**src/core/cbr_pkg.sv**
```systemverilog
package cbr_pkg;

	// instruction lengths in bytes
	localparam logic [1:0] LEN_1 = 2'h1;
	localparam logic [1:0] LEN_2 = 2'h2;
	localparam logic [1:0] LEN_3 = 2'h3;

	// execution times in core cycles
	localparam logic [3:0] CYC_1 = 4'h1;
	localparam logic [3:0] CYC_2 = 4'h2;
	localparam logic [3:0] CYC_3 = 4'h3;
	localparam logic [3:0] CYC_4 = 4'h4;

	// opcodes handled here
	localparam logic [7:0] OP_NOP = 8'h00;
	localparam logic [7:0] OP_JMP_IND = 8'h73;
	localparam logic [7:0] OP_RET = 8'h22;
	localparam logic [7:0] OP_RETI = 8'h32;
	localparam logic [4:0] OP_ACALL_LO = 5'h11;
	localparam logic [4:0] OP_AJMP_LO = 5'h01;
	localparam logic [7:0] OP_SJMP = 8'h80;
	localparam logic [7:0] OP_JC = 8'h40;
	localparam logic [7:0] OP_JNC = 8'h50;
	localparam logic [7:0] OP_JZ = 8'h60;
	localparam logic [7:0] OP_JNZ = 8'h70;
	localparam logic [4:0] OP_DJNZ_R_HI = 5'h1b;
	localparam logic [7:0] OP_LJMP = 8'h02;
	localparam logic [7:0] OP_LCALL = 8'h12;
	localparam logic [7:0] OP_JB = 8'h20;
	localparam logic [7:0] OP_JNB = 8'h30;
	localparam logic [7:0] OP_JBC = 8'h10;
	localparam logic [7:0] OP_CJNE_AI = 8'hb4;
	localparam logic [7:0] OP_CJNE_AD = 8'hb5;
	localparam logic [3:0] OP_CJNE_HI = 4'hb;
	localparam logic [7:0] OP_DJNZ_D = 8'hd5;
	localparam logic [3:0] OP_ADD_HI = 4'h2;
	localparam logic [3:0] OP_ADDC_HI = 4'h3;
	localparam logic [3:0] OP_IMM_LO = 4'h4;
	localparam logic [3:0] OP_REG_LO = 4'h8;
	localparam logic [7:0] OP_CLR_BIT = 8'hc2;
	localparam logic [7:0] OP_SETB_BIT = 8'hd2;
	localparam logic [7:0] OP_CPL_BIT = 8'hb2;
	localparam logic [7:0] OP_MOV_BIT_C = 8'h92;

	// one fetched instruction: opcode and its two following bytes
	typedef struct packed {
		logic [7:0] opcode;
		logic [7:0] op1;
		logic [7:0] op2;
	} cbr_instr_type;

	// arithmetic status flags
	typedef struct packed {
		logic carry;
		logic overflow_flag;
		logic aux_carry_flag;
	} cbr_flags_type;

	typedef enum logic [4:0] {
		K_NOP = 5'h00, K_JMPIND = 5'h01, K_ACALL = 5'h02, K_AJMP = 5'h03,
		K_SJMP = 5'h04, K_JC = 5'h05, K_JNC = 5'h06, K_JZ = 5'h07,
		K_JNZ = 5'h08, K_DJNZR = 5'h09, K_LJMP = 5'h0a, K_LCALL = 5'h0b,
		K_JB = 5'h0c, K_JNB = 5'h0d, K_JBC = 5'h0e, K_CJNE = 5'h0f,
		K_DJNZD = 5'h10, K_ADD = 5'h11, K_ADDC = 5'h12, K_RET = 5'h13,
		K_CLRB = 5'h14, K_SETB = 5'h15, K_CPLB = 5'h16, K_MOVBC = 5'h17,
		K_BAD = 5'h18
	} cbr_kind_type;

	typedef enum logic [0:0] {
		S_IDLE = 1'b0,
		S_EXEC = 1'b1
	} cbr_state_type;

endpackage : cbr_pkg

```
**src/core/cbr_adder.sv**
```systemverilog
`timescale 1ns/100ps
`default_nettype none

// eight-bit add with carry-in, producing the three arithmetic flags
module cbr_adder
	import cbr_pkg::*;
(
	input wire logic [7:0] a,
	input wire logic [7:0] b,
	input wire logic cin,
	output logic [7:0] sum,
	output cbr_flags_type flags
);

	logic [4:0] low_sum;
	logic [3:0] mid_sum;
	logic [1:0] top_sum;

	// split at bit 3 and bit 6 so each carry is visible on its own
	assign low_sum = {1'b0, a[3:0]} + {1'b0, b[3:0]} + {4'h0, cin};
	assign mid_sum = {1'b0, a[6:4]} + {1'b0, b[6:4]} + {3'h0, low_sum[4]};
	assign top_sum = {1'b0, a[7]} + {1'b0, b[7]} + {1'b0, mid_sum[3]};
	assign sum = {top_sum[0], mid_sum[2:0], low_sum[3:0]};
	assign flags.carry = top_sum[1];
	assign flags.overflow_flag = top_sum[1] ^ mid_sum[3];
	assign flags.aux_carry_flag = low_sum[4];

endmodule : cbr_adder
`default_nettype wire

```
**src/core/cbr_exec.sv**
```systemverilog
// Operation
// - indirect jump via accumulator plus pointer: 1 byte, 3 cycles
// - ACALL absolute call: 2 bytes, 3 cycles
// - SJMP short relative jump: 2 bytes, 3 cycles
// - JC/JNC on carry: 2 bytes, 3 cycles
// - JZ/JNZ on accumulator: 2 bytes, 3 cycles
// - DJNZ register: decrement, branch if nonzero, 2/3
// - LCALL long call: 3 bytes, 4 cycles
// - JB/JNB on direct bit: 3 bytes, 4 cycles
// - JBC: branch if bit set, clear it; 3/4
// - all CJNE forms: compare, branch if unequal; 3/4
// - DJNZ direct byte: decrement, branch if nonzero; 3/4
// - plain port input reads the pin level
// - read-modify-write on a port reads the latch
// - fixed set of read-modify-write instructions
// - port bit ops rewrite whole latch byte
// - ADD sums source and accumulator, ignoring carry
// - ADDC adds source, carry and accumulator
// - carry flag from carry out of bit 7
// - overflow flag from carries out of bits 6, 7
// - aux carry flag from carry out of bit 3
`timescale 1ns/100ps
`default_nettype none

module cbr_exec
	import cbr_pkg::*;
#(
	parameter int PC_WIDTH = 16
)
(
	input wire logic clk,
	input wire logic rst,
	input wire logic start,
	input wire cbr_instr_type instr,
	input wire logic [PC_WIDTH-1:0] pc_in,
	input wire logic [7:0] acc_in,
	input wire logic carry_in,
	input wire logic [15:0] data_pointer,
	input wire logic [PC_WIDTH-1:0] stack_pc,
	input wire logic [7:0] src_byte,
	input wire logic src_is_port,
	input wire logic [2:0] bit_sel,
	input wire logic [7:0] port_latch,
	input wire logic [7:0] port_pin,
	output logic busy_q,
	output logic done_q,
	output logic bad_op_q,
	output logic taken_q,
	output logic [PC_WIDTH-1:0] pc_q,
	output logic [1:0] len_q,
	output logic acc_we_q,
	output logic [7:0] acc_q,
	output cbr_flags_type flags_we_q,
	output cbr_flags_type flags_q,
	output logic wb_en_q,
	output logic wb_port_q,
	output logic [7:0] wb_data_q,
	output logic push_q,
	output logic [PC_WIDTH-1:0] ret_pc_q
);

	// signed relative target from the address after the branch
	function automatic logic [PC_WIDTH-1:0] rel_target(
		input logic [PC_WIDTH-1:0] base,
		input logic [7:0] off
	);
		rel_target = base + {{(PC_WIDTH-8){off[7]}}, off};
	endfunction : rel_target

	// replace one bit of a byte, keeping the other seven
	function automatic logic [7:0] put_bit(
		input logic [7:0] value,
		input logic [2:0] pos,
		input logic b
	);
		logic [7:0] mask;
		mask = 8'h01 << pos;
		put_bit = b ? (value | mask) : (value & ~mask);
	endfunction : put_bit

	cbr_state_type state_q;
	cbr_state_type state_d;
	logic [3:0] cnt_q;
	logic [3:0] cnt_d;
	logic [7:0] pin_meta_q;
	logic [7:0] pin_sync_q;

	// port pins are asynchronous to the core, so pass two stages first
	always_ff @(posedge clk) begin
		pin_meta_q <= port_pin;
		pin_sync_q <= pin_meta_q;
	end

	// decode: kind, length and cycle count
	logic [7:0] opc;
	cbr_kind_type kind;
	logic [1:0] len;
	logic [3:0] cyc;

	assign opc = instr.opcode;

	always_comb begin
		kind = K_BAD;
		len = LEN_1;
		cyc = CYC_1;
		if (opc == OP_NOP) begin
			kind = K_NOP;
		end else if (opc == OP_JMP_IND) begin
			kind = K_JMPIND;
			cyc = CYC_3;
		end else if (opc == OP_RET || opc == OP_RETI) begin
			kind = K_RET;
			cyc = CYC_4;
		end else if (opc[4:0] == OP_ACALL_LO) begin
			kind = K_ACALL;
			len = LEN_2;
			cyc = CYC_3;
		end else if (opc[4:0] == OP_AJMP_LO) begin
			kind = K_AJMP;
			len = LEN_2;
			cyc = CYC_3;
		end else if (opc == OP_SJMP || opc == OP_JC || opc == OP_JNC ||
				opc == OP_JZ || opc == OP_JNZ || opc[7:3] == OP_DJNZ_R_HI) begin
			len = LEN_2;
			cyc = CYC_3;
			case (opc)
				OP_SJMP: kind = K_SJMP;
				OP_JC: kind = K_JC;
				OP_JNC: kind = K_JNC;
				OP_JZ: kind = K_JZ;
				OP_JNZ: kind = K_JNZ;
				default: kind = K_DJNZR;
			endcase
		end else if (opc == OP_LJMP || opc == OP_LCALL || opc == OP_JB ||
				opc == OP_JNB || opc == OP_JBC || opc == OP_DJNZ_D ||
				(opc[7:4] == OP_CJNE_HI && opc[3:2] != 2'h0)) begin
			len = LEN_3;
			cyc = CYC_4;
			case (opc)
				OP_LJMP: kind = K_LJMP;
				OP_LCALL: kind = K_LCALL;
				OP_JB: kind = K_JB;
				OP_JNB: kind = K_JNB;
				OP_JBC: kind = K_JBC;
				OP_DJNZ_D: kind = K_DJNZD;
				default: kind = K_CJNE;
			endcase
		end else if (opc[7:4] == OP_ADD_HI || opc[7:4] == OP_ADDC_HI) begin
			if (opc[3:0] >= OP_IMM_LO) begin
				kind = (opc[7:4] == OP_ADD_HI) ? K_ADD : K_ADDC;
				len = (opc[3:0] == OP_IMM_LO || opc[3:0] == OP_IMM_LO + 4'h1) ? LEN_2 : LEN_1;
				cyc = (opc[3:0] >= OP_REG_LO) ? CYC_1 : CYC_2;
			end
		end else if (opc == OP_CLR_BIT || opc == OP_SETB_BIT ||
				opc == OP_CPL_BIT || opc == OP_MOV_BIT_C) begin
			len = LEN_2;
			cyc = CYC_2;
			case (opc)
				OP_CLR_BIT: kind = K_CLRB;
				OP_SETB_BIT: kind = K_SETB;
				OP_CPL_BIT: kind = K_CPLB;
				default: kind = K_MOVBC;
			endcase
		end
	end

	// operand source: src_byte off-port; on a port, latch for the modify-and-rewrite group, synchronised pin otherwise
	logic rmw;
	logic [7:0] opnd;
	logic bit_val;

	assign rmw = (kind == K_JBC) || (kind == K_DJNZD) || (kind == K_DJNZR) ||
		(kind == K_CLRB) || (kind == K_SETB) || (kind == K_CPLB) ||
		(kind == K_MOVBC);
	assign opnd = !src_is_port ? src_byte :
		(rmw ? port_latch : pin_sync_q);
	assign bit_val = opnd[bit_sel];

	// addresses
	logic [PC_WIDTH-1:0] pc_seq;
	logic [PC_WIDTH-1:0] rel_short;
	logic [PC_WIDTH-1:0] rel_long;
	logic [PC_WIDTH-1:0] abs11;
	logic [PC_WIDTH-1:0] ind_tgt;

	assign pc_seq = pc_in + {{(PC_WIDTH-2){1'b0}}, len};
	assign rel_short = rel_target(pc_seq, instr.op1);
	assign rel_long = rel_target(pc_seq, instr.op2);
	assign abs11 = {pc_seq[PC_WIDTH-1:11], opc[7:5], instr.op1};
	assign ind_tgt = PC_WIDTH'(data_pointer + {8'h00, acc_in});

	// compare, decrement and add
	logic [7:0] cmp_dst;
	logic [7:0] cmp_src;
	logic [7:0] dec_val;
	logic [7:0] add_b;
	logic [7:0] add_sum;
	cbr_flags_type add_flags;

	assign cmp_dst = (opc == OP_CJNE_AI || opc == OP_CJNE_AD) ? acc_in : opnd;
	assign cmp_src = (opc == OP_CJNE_AD) ? opnd : instr.op1;
	assign dec_val = opnd - 8'h01;
	assign add_b = (opc[3:0] == OP_IMM_LO) ? instr.op1 : opnd;

	cbr_adder u_adder (
		.a(acc_in),
		.b(add_b),
		.cin((kind == K_ADDC) ? carry_in : 1'b0),
		.sum(add_sum),
		.flags(add_flags)
	);

	// branch decision and next address
	logic take;
	logic [PC_WIDTH-1:0] next_pc;

	always_comb begin
		take = 1'b0;
		next_pc = pc_seq;
		case (kind)
			K_JMPIND: take = 1'b1;
			K_RET: take = 1'b1;
			K_ACALL, K_AJMP: take = 1'b1;
			K_LJMP, K_LCALL: take = 1'b1;
			K_SJMP: take = 1'b1;
			K_JC: take = carry_in;
			K_JNC: take = !carry_in;
			K_JZ: take = (acc_in == 8'h00);
			K_JNZ: take = (acc_in != 8'h00);
			K_DJNZR, K_DJNZD: take = (dec_val != 8'h00);
			K_JB, K_JBC: take = bit_val;
			K_JNB: take = !bit_val;
			K_CJNE: take = (cmp_dst != cmp_src);
			default: take = 1'b0;
		endcase
		case (kind)
			K_JMPIND: next_pc = ind_tgt;
			K_RET: next_pc = stack_pc;
			K_ACALL, K_AJMP: next_pc = abs11;
			K_LJMP, K_LCALL: next_pc = {instr.op1, instr.op2};
			K_SJMP, K_JC, K_JNC, K_JZ, K_JNZ, K_DJNZR: next_pc = take ? rel_short : pc_seq;
			K_JB, K_JNB, K_JBC, K_CJNE, K_DJNZD: next_pc = take ? rel_long : pc_seq;
			default: next_pc = pc_seq;
		endcase
	end

	// write-back byte: a port bit op rewrites all eight latch bits
	logic wb_en;
	logic [7:0] wb_data;

	always_comb begin
		wb_en = 1'b1;
		wb_data = opnd;
		case (kind)
			K_DJNZR, K_DJNZD: wb_data = dec_val;
			K_JBC: begin
				wb_en = bit_val;
				wb_data = put_bit(opnd, bit_sel, 1'b0);
			end
			K_CLRB: wb_data = put_bit(opnd, bit_sel, 1'b0);
			K_SETB: wb_data = put_bit(opnd, bit_sel, 1'b1);
			K_CPLB: wb_data = put_bit(opnd, bit_sel, !bit_val);
			K_MOVBC: wb_data = put_bit(opnd, bit_sel, carry_in);
			default: wb_en = 1'b0;
		endcase
	end

	// sequencer: count out the cycle figure of the instruction
	logic accept;
	logic last;

	assign accept = (state_q == S_IDLE) && start;
	assign last = (state_q == S_EXEC) && (cnt_q == 4'h0);

	always_comb begin
		state_d = state_q;
		cnt_d = cnt_q;
		case (state_q)
			S_IDLE: begin
				if (start) begin
					state_d = S_EXEC;
					cnt_d = cyc - 4'h1;
				end
			end
			S_EXEC: begin
				if (cnt_q == 4'h0) begin
					state_d = S_IDLE;
				end else begin
					cnt_d = cnt_q - 4'h1;
				end
			end
			default: state_d = S_IDLE;
		endcase
	end

	always_ff @(posedge clk) begin
		if (rst) begin
			state_q <= S_IDLE;
			cnt_q <= 4'h0;
			busy_q <= 1'b0;
			done_q <= 1'b0;
		end else begin
			state_q <= state_d;
			cnt_q <= cnt_d;
			busy_q <= (state_d == S_EXEC);
			done_q <= last;
		end
	end

	// results are captured at acceptance and held until the next one
	always_ff @(posedge clk) begin
		if (rst) begin
			bad_op_q <= 1'b0;
			taken_q <= 1'b0;
			pc_q <= '0;
			len_q <= LEN_1;
			acc_we_q <= 1'b0;
			acc_q <= 8'h00;
			flags_we_q <= '0;
			flags_q <= '0;
			wb_en_q <= 1'b0;
			wb_port_q <= 1'b0;
			wb_data_q <= 8'h00;
			push_q <= 1'b0;
			ret_pc_q <= '0;
		end else if (accept) begin
			bad_op_q <= (kind == K_BAD);
			taken_q <= take;
			pc_q <= next_pc;
			len_q <= len;
			acc_we_q <= (kind == K_ADD) || (kind == K_ADDC);
			acc_q <= add_sum;
			flags_we_q.carry <= (kind == K_ADD) || (kind == K_ADDC) || (kind == K_CJNE);
			flags_we_q.overflow_flag <= (kind == K_ADD) || (kind == K_ADDC);
			flags_we_q.aux_carry_flag <= (kind == K_ADD) || (kind == K_ADDC);
			flags_q.carry <= (kind == K_CJNE) ? (cmp_src > cmp_dst) : add_flags.carry;
			flags_q.overflow_flag <= add_flags.overflow_flag;
			flags_q.aux_carry_flag <= add_flags.aux_carry_flag;
			wb_en_q <= wb_en;
			wb_port_q <= src_is_port && wb_en;
			wb_data_q <= wb_data;
			push_q <= (kind == K_ACALL) || (kind == K_LCALL);
			ret_pc_q <= pc_seq;
		end
	end

endmodule : cbr_exec
`default_nettype wire

```
**config.mk**
```make
export PLATFORM = sky130hd
export DESIGN_NAME = cbr_exec
export DESIGN_NICKNAME = d
export VERILOG_FILES = /design/src/core/cbr_pkg.sv /design/src/core/cbr_adder.sv /design/src/core/cbr_exec.sv
export SDC_FILE = /design/constraint.sdc
export NUM_CORES = 1
export LEC_CHECK = 0
export ABC_CLOCK_PERIOD_IN_PS = 9100
export BUFFER_PORTS_ARGS = -buffer_cell sky130_fd_sc_hd__buf_2
export CAP_MARGIN = 20
export CORE_ASPECT_RATIO = 2
export CORE_MARGIN = 8
export CORE_UTILIZATION = 30
export CTS_CLUSTER_DIAMETER = 60
export DETAILED_ROUTE_END_ITERATION = 10
export PLACE_DENSITY = 0.47
export SYNTH_ARGS = -nofsm -noshare
export SYNTH_HDL_FRONTEND = slang
export SYNTH_HIERARCHICAL = 1
export SYNTH_SLANG_ARGS = --single-unit
```
**constraint.sdc**
```tcl
create_clock -name clk -period 9.1 [get_ports clk]
set_input_delay 1.365 -clock clk [delete_from_list [all_inputs] [get_ports clk]]
set_output_delay 1.365 -clock clk [all_outputs]
set_load 0.02 [all_outputs]
```
==> metrics.txt <==
# TYPE chip_impl_metric gauge
chip_impl_metric{name="worst_clock_skew",unit="ns"} 0.00963
chip_impl_metric{name="groute.usage.overall",unit="%"} 19.4
chip_impl_metric{name="detailedRoute.firstPassIterationCount",unit=""} 6
chip_impl_metric{name="finalPower",unit="mW"} 1.36
chip_impl_metric{name="finalCoreUtilization",unit="%"} 35.8
chip_impl_metric{name="cp.arrival",unit="ns"} 7.58
chip_impl_metric{name="power.static_leakage",unit="nW"} 3.97
chip_impl_metric{name="synthArstFlopShare",unit="%"} 0
chip_impl_metric{name="design_area",unit="um^2"} 9320
chip_impl_metric{name="avgSynthCellArea",unit="um^2"} 7.46
chip_impl_metric{name="combinationalPowerShare",unit="%"} 39.0
chip_impl_metric{name="die-area",unit="um^2"} 32100
chip_impl_metric{name="synth_cell_types",unit=""} 83
chip_impl_metric{name="number_of_enable_flip_flop_cells_after_synthesis",unit=""} 0
chip_impl_metric{name="finalSetupViolations",unit=""} 0
chip_impl_metric{name="first_global_vias",unit=""} 8252
chip_impl_metric{name="period_needed",unit="ns"} 7.30
chip_impl_metric{name="remaining_drc_errors",unit=""} 0
chip_impl_metric{name="final_antenna_net_count",unit=""} 0
chip_impl_metric{name="placement_rows",unit=""} 84
chip_impl_info{name="worst-setup-path-type",value="input port to flop"} 1
chip_impl_info{name="ys_top_cells_by_count",value="sky130_fd_sc_hd__nor2_1, sky130_fd_sc_hd__nand2_1, sky130_fd_sc_hd__dfxtp_1"} 1
chip_impl_metric{name="drv_cap",unit=""} 0
chip_impl_info{name="hold_path_startpoint",value="pin_meta_q[7]"} 1
chip_impl_metric{name="post_synth_inst_count",unit=""} 1059
chip_impl_info{name="regToRegStartpoint",value="pin_sync_q[5]"} 1
chip_impl_info{name="crit_path_start_kind",value="input port"} 1
chip_impl_metric{name="total_switching_power",unit="uW"} 519
chip_impl_metric{name="area_occupied_by_multi_input_gates",unit="um^2"} 5840
chip_impl_metric{name="relative_contribution_of_sequential_cells_to_total_power",unit="%"} 30.3
chip_impl_metric{name="detailedRoute.firstIterationViolations",unit=""} 576
chip_impl_metric{name="routed_wire_length_per_instance",unit="um"} 20.4
chip_impl_metric{name="final.period_utilization",unit="%"} 80.3
chip_impl_metric{name="synth.cell_area",unit="um^2"} 7900
chip_impl_info{name="ys_top_cells_by_area",value="sky130_fd_sc_hd__dfxtp_1, sky130_fd_sc_hd__ha_1, sky130_fd_sc_hd__nor2_1, sky130_fd_sc_hd__nand2_1, sky130_fd_sc_hd__a21oi_1"} 1
chip_impl_metric{name="worstPathMaxFanout",unit=""} 16
chip_impl_metric{name="power_per_unit_of_standard_cell_area",unit="nW/um^2"} 146
chip_impl_metric{name="hold_viol",unit=""} 0
chip_impl_metric{name="grt_start_max_net_pins",unit=""} 69
chip_impl_metric{name="cts.repair_timing.setup_buffer_count",unit=""} 0
chip_impl_metric{name="fp.dieW",unit="um"} 131
chip_impl_info{name="post-synth-top-area-cell",value="sky130_fd_sc_hd__dfxtp_1"} 1
chip_impl_metric{name="place_congestion",unit=""} 0.898
chip_impl_metric{name="postCtsResizedCells",unit=""} 0
chip_impl_metric{name="vias",unit=""} 8477
chip_impl_metric{name="buffer_ports.inserted",unit=""} 175
chip_impl_metric{name="place_area",unit="um^2"} 9000
chip_impl_metric{name="netSwitchingFraction",unit="%"} 38.0
chip_impl_metric{name="detailedPlacementHpwl",unit="mm"} 24.0
chip_impl_info{name="synthFlopType",value="sky130_fd_sc_hd__dfxtp_1"} 1
chip_impl_info{name="critPathCaptureType",value="flop"} 1
chip_impl_metric{name="die_extent_in_y",unit="um"} 245
chip_impl_metric{name="drt-vias-per-instance",unit=""} 5.50
chip_impl_metric{name="placed_cells_incl_taps",unit=""} 1524
chip_impl_metric{name="place_ws",unit="ns"} 1.58
chip_impl_metric{name="final.fill_count",unit=""} 2879
chip_impl_metric{name="synth_seq_cells",unit=""} 82
chip_impl_metric{name="totalWireLength",unit="mm"} 31.4
chip_impl_metric{name="syn_nets",unit=""} 1236
chip_impl_info{name="outcome",value="complete, no violations"} 1
chip_impl_metric{name="numCtsBuffers",unit=""} 9
chip_impl_metric{name="insertion_delay",unit="ns"} 0.38
chip_impl_metric{name="worst_slack",unit="ns"} 1.80
chip_impl_metric{name="initial_antenna_violation_count",unit=""} 0
chip_impl_info{name="timing.critical_path.from",value="instr[19]"} 1
chip_impl_info{name="critical_path.cell_chain",value="buf_2 -> or2_1 -> nand4_1 -> o21ai_1 -> or2_2 -> or3_1 -> ha_1 -> a21oi_1 -> nor2b_1 -> xor2_1 -> ha_1 -> a21oi_1 -> o211ai_1 -> a31oi_1 -> o21ai_0 -> o41ai_1 -> o211ai_1 -> o21a_1 -> nor2_1 -> xnor2_1 -> nand2b_1 -> a221o_1 -> o21a_1"} 1
chip_impl_metric{name="finalHoldWorstSlack",unit="ns"} 0.327
chip_impl_metric{name="synth-warning-count",unit=""} 6
chip_impl_metric{name="design.final.nets",unit=""} 1368
chip_impl_metric{name="cts-hold-fix-buffers",unit=""} 0
chip_impl_metric{name="cts_max_level",unit=""} 3
chip_impl_metric{name="slew_headroom",unit="%"} 33.4
chip_impl_metric{name="core",unit="um^2"} 26100
chip_impl_info{name="clock-root-buffer",value="sky130_fd_sc_hd__clkbuf_16"} 1
chip_impl_metric{name="max-vdd-ir-drop",unit="V"} 0.0000743
chip_impl_metric{name="required",unit="ns"} 9.37
chip_impl_metric{name="setup_tns",unit="ns"} 0
chip_impl_metric{name="critical_path.max_stage_delay",unit="ns"} 0.61
chip_impl_metric{name="post_route_cells_drive_above_1_share",unit="%"} 19.9
chip_impl_info{name="synth_most_common_cell",value="sky130_fd_sc_hd__nor2_1"} 1
chip_impl_info{name="timing.critical_path.slowest_stage_cell",value="sky130_fd_sc_hd__o41ai_1"} 1
chip_impl_metric{name="yosysSeqAreaShare",unit="%"} 20.8
chip_impl_metric{name="timing.fmax",unit="MHz"} 137
chip_impl_metric{name="synth_largest_type_area_fraction",unit="%"} 20.8
chip_impl_metric{name="stdcell_count",unit=""} 1540
chip_impl_info{name="cts_tree",value="done"} 1
chip_impl_metric{name="ports",unit=""} 176
chip_impl_metric{name="p_int",unit="uW"} 846
chip_impl_info{name="grt_setup_unrepaired",value="false"} 1
chip_impl_metric{name="grt_pass1_wl",unit="mm"} 47.8
chip_impl_metric{name="worst-slew-pin-transition",unit="ns"} 0.995
chip_impl_metric{name="clk_pwr_share",unit="%"} 30.7
chip_impl_metric{name="final-max-slew-violation-count",unit=""} 0
chip_impl_metric{name="globalRouteOverflowTotal",unit=""} 0
chip_impl_metric{name="clkSinkCount",unit=""} 82
chip_impl_metric{name="initial_utilization",unit="%"} 30.3
chip_impl_metric{name="insertedDiodeCount",unit=""} 0
chip_impl_metric{name="clock_path_buffers",unit=""} 2
chip_impl_info{name="worstHoldPathType",value="flop to flop"} 1
chip_impl_metric{name="cts.clk_slew.worst_paths",unit="ns"} 0.07
chip_impl_metric{name="synthToLayoutAreaGrowth",unit="%"} 18.0
chip_impl_metric{name="seqCellArea",unit="um^2"} 1640
area by class of cell:
cell class / instances / area share [%]
Sequential cell: 82 / 17.6
Multi-Input combinational cell: 878 / 62.7
Timing Repair Buffer: 185 / 10.2
Tap cell: 344 / 4.62
Clock buffer: 11 / 2.60
Inverter: 35 / 1.41
Clock inverter: 5 / 0.832
critical path, delay by kind of cell:
| kind | cells | cell delay (ns) |
|---|---|---|
| xor gates and xnor gates | 2 | 0.58 |
| AOI/OAI and AO/OA | 11 | 2.86 |
| buffers and inverters | 1 | 0.14 |
| and+or+nand+nor | 7 | 1.91 |
| adders and majority gates | 2 | 0.68 |
power by group through the flow:
stage | Clock [mW] | Combinational, mW | Sequential [mW]
finish | 0.419 | 0.532 | 0.413
global route | 0.445 | 0.588 | 0.417
CTS | 0.432 | 0.533 | 0.413
detailed placement | 0 | 0.530 | 0.421
global placement | 0 | 0.527 | 0.421
floorplan | 0 | 0.334 | 0.451
flip-flops by register name, indices dropped and copies added, names as in the netlist, 2 cells and up:
signal and cells:
acc_q 8, flags_we_q 2, wb_data_q 8, pin_sync_q 8, cnt_q 4, pin_meta_q 8
ret_pc_q 16, len_q 2, pc_q 16, flags_q 3
cells by family after synthesis:
logic type	share of synthesized area (%)
fa+ha+maj	11.2
simple gates	26.6
xor+xnor	7.21
mux	3.72
buf+inv	5.31
flops	20.8
compound gates	25.2
path summary, 6_finish.rpt:
kind                        end  slack (ns)  cells past startpoint
hold / removal    pin_sync_q[7]        0.33                      0
setup reg to reg        pc_q[2]        4.76                     15
setup / recovery       pc_q[15]        1.80                     23
hold reg to reg   pin_sync_q[7]        0.33                      0
cells in the final DEF (no fill, tap or decap), types with 10 or more instances in the layout:
cell type | netlist | final
sky130_fd_sc_hd__nand2b_1 | 19 | 18
sky130_fd_sc_hd__nor2_1 | 129 | 129
sky130_fd_sc_hd__buf_4 | 5 | 10
sky130_fd_sc_hd__xor2_1 | 26 | 26
sky130_fd_sc_hd__nor3_1 | 54 | 54
sky130_fd_sc_hd__a21oi_1 | 69 | 69
sky130_fd_sc_hd__dfxtp_1 | 82 | 82
sky130_fd_sc_hd__a31oi_1 | 13 | 13
sky130_fd_sc_hd__nor2b_1 | 21 | 20
sky130_fd_sc_hd__nand2_1 | 98 | 98
sky130_fd_sc_hd__o21a_1 | 11 | 11
sky130_fd_sc_hd__nand4_1 | 14 | 14
sky130_fd_sc_hd__a211oi_1 | 18 | 18
sky130_fd_sc_hd__xnor2_1 | 39 | 39
sky130_fd_sc_hd__buf_2 | 10 | 175
sky130_fd_sc_hd__a21o_1 | 12 | 12
sky130_fd_sc_hd__mux2i_1 | 17 | 17
sky130_fd_sc_hd__o211ai_1 | 14 | 14
sky130_fd_sc_hd__o21ai_0 | 49 | 49
sky130_fd_sc_hd__ha_1 | 56 | 56
sky130_fd_sc_hd__inv_1 | 34 | 34
sky130_fd_sc_hd__o22ai_1 | 12 | 12
sky130_fd_sc_hd__a222oi_1 | 11 | 11
sky130_fd_sc_hd__nand3_1 | 31 | 31
sky130_fd_sc_hd__a221oi_1 | 10 | 10
per-layer routing:
metal	vias up	global-route usage (%)	part of all wire, %
met2	307	30.2	46
met3	40	3.78	6.7
met5	-	0	0
met1	3982	25.6	44
met4	0	7.71	2.7
li1	4148	-	-
(Power assumes the default switching activity.)
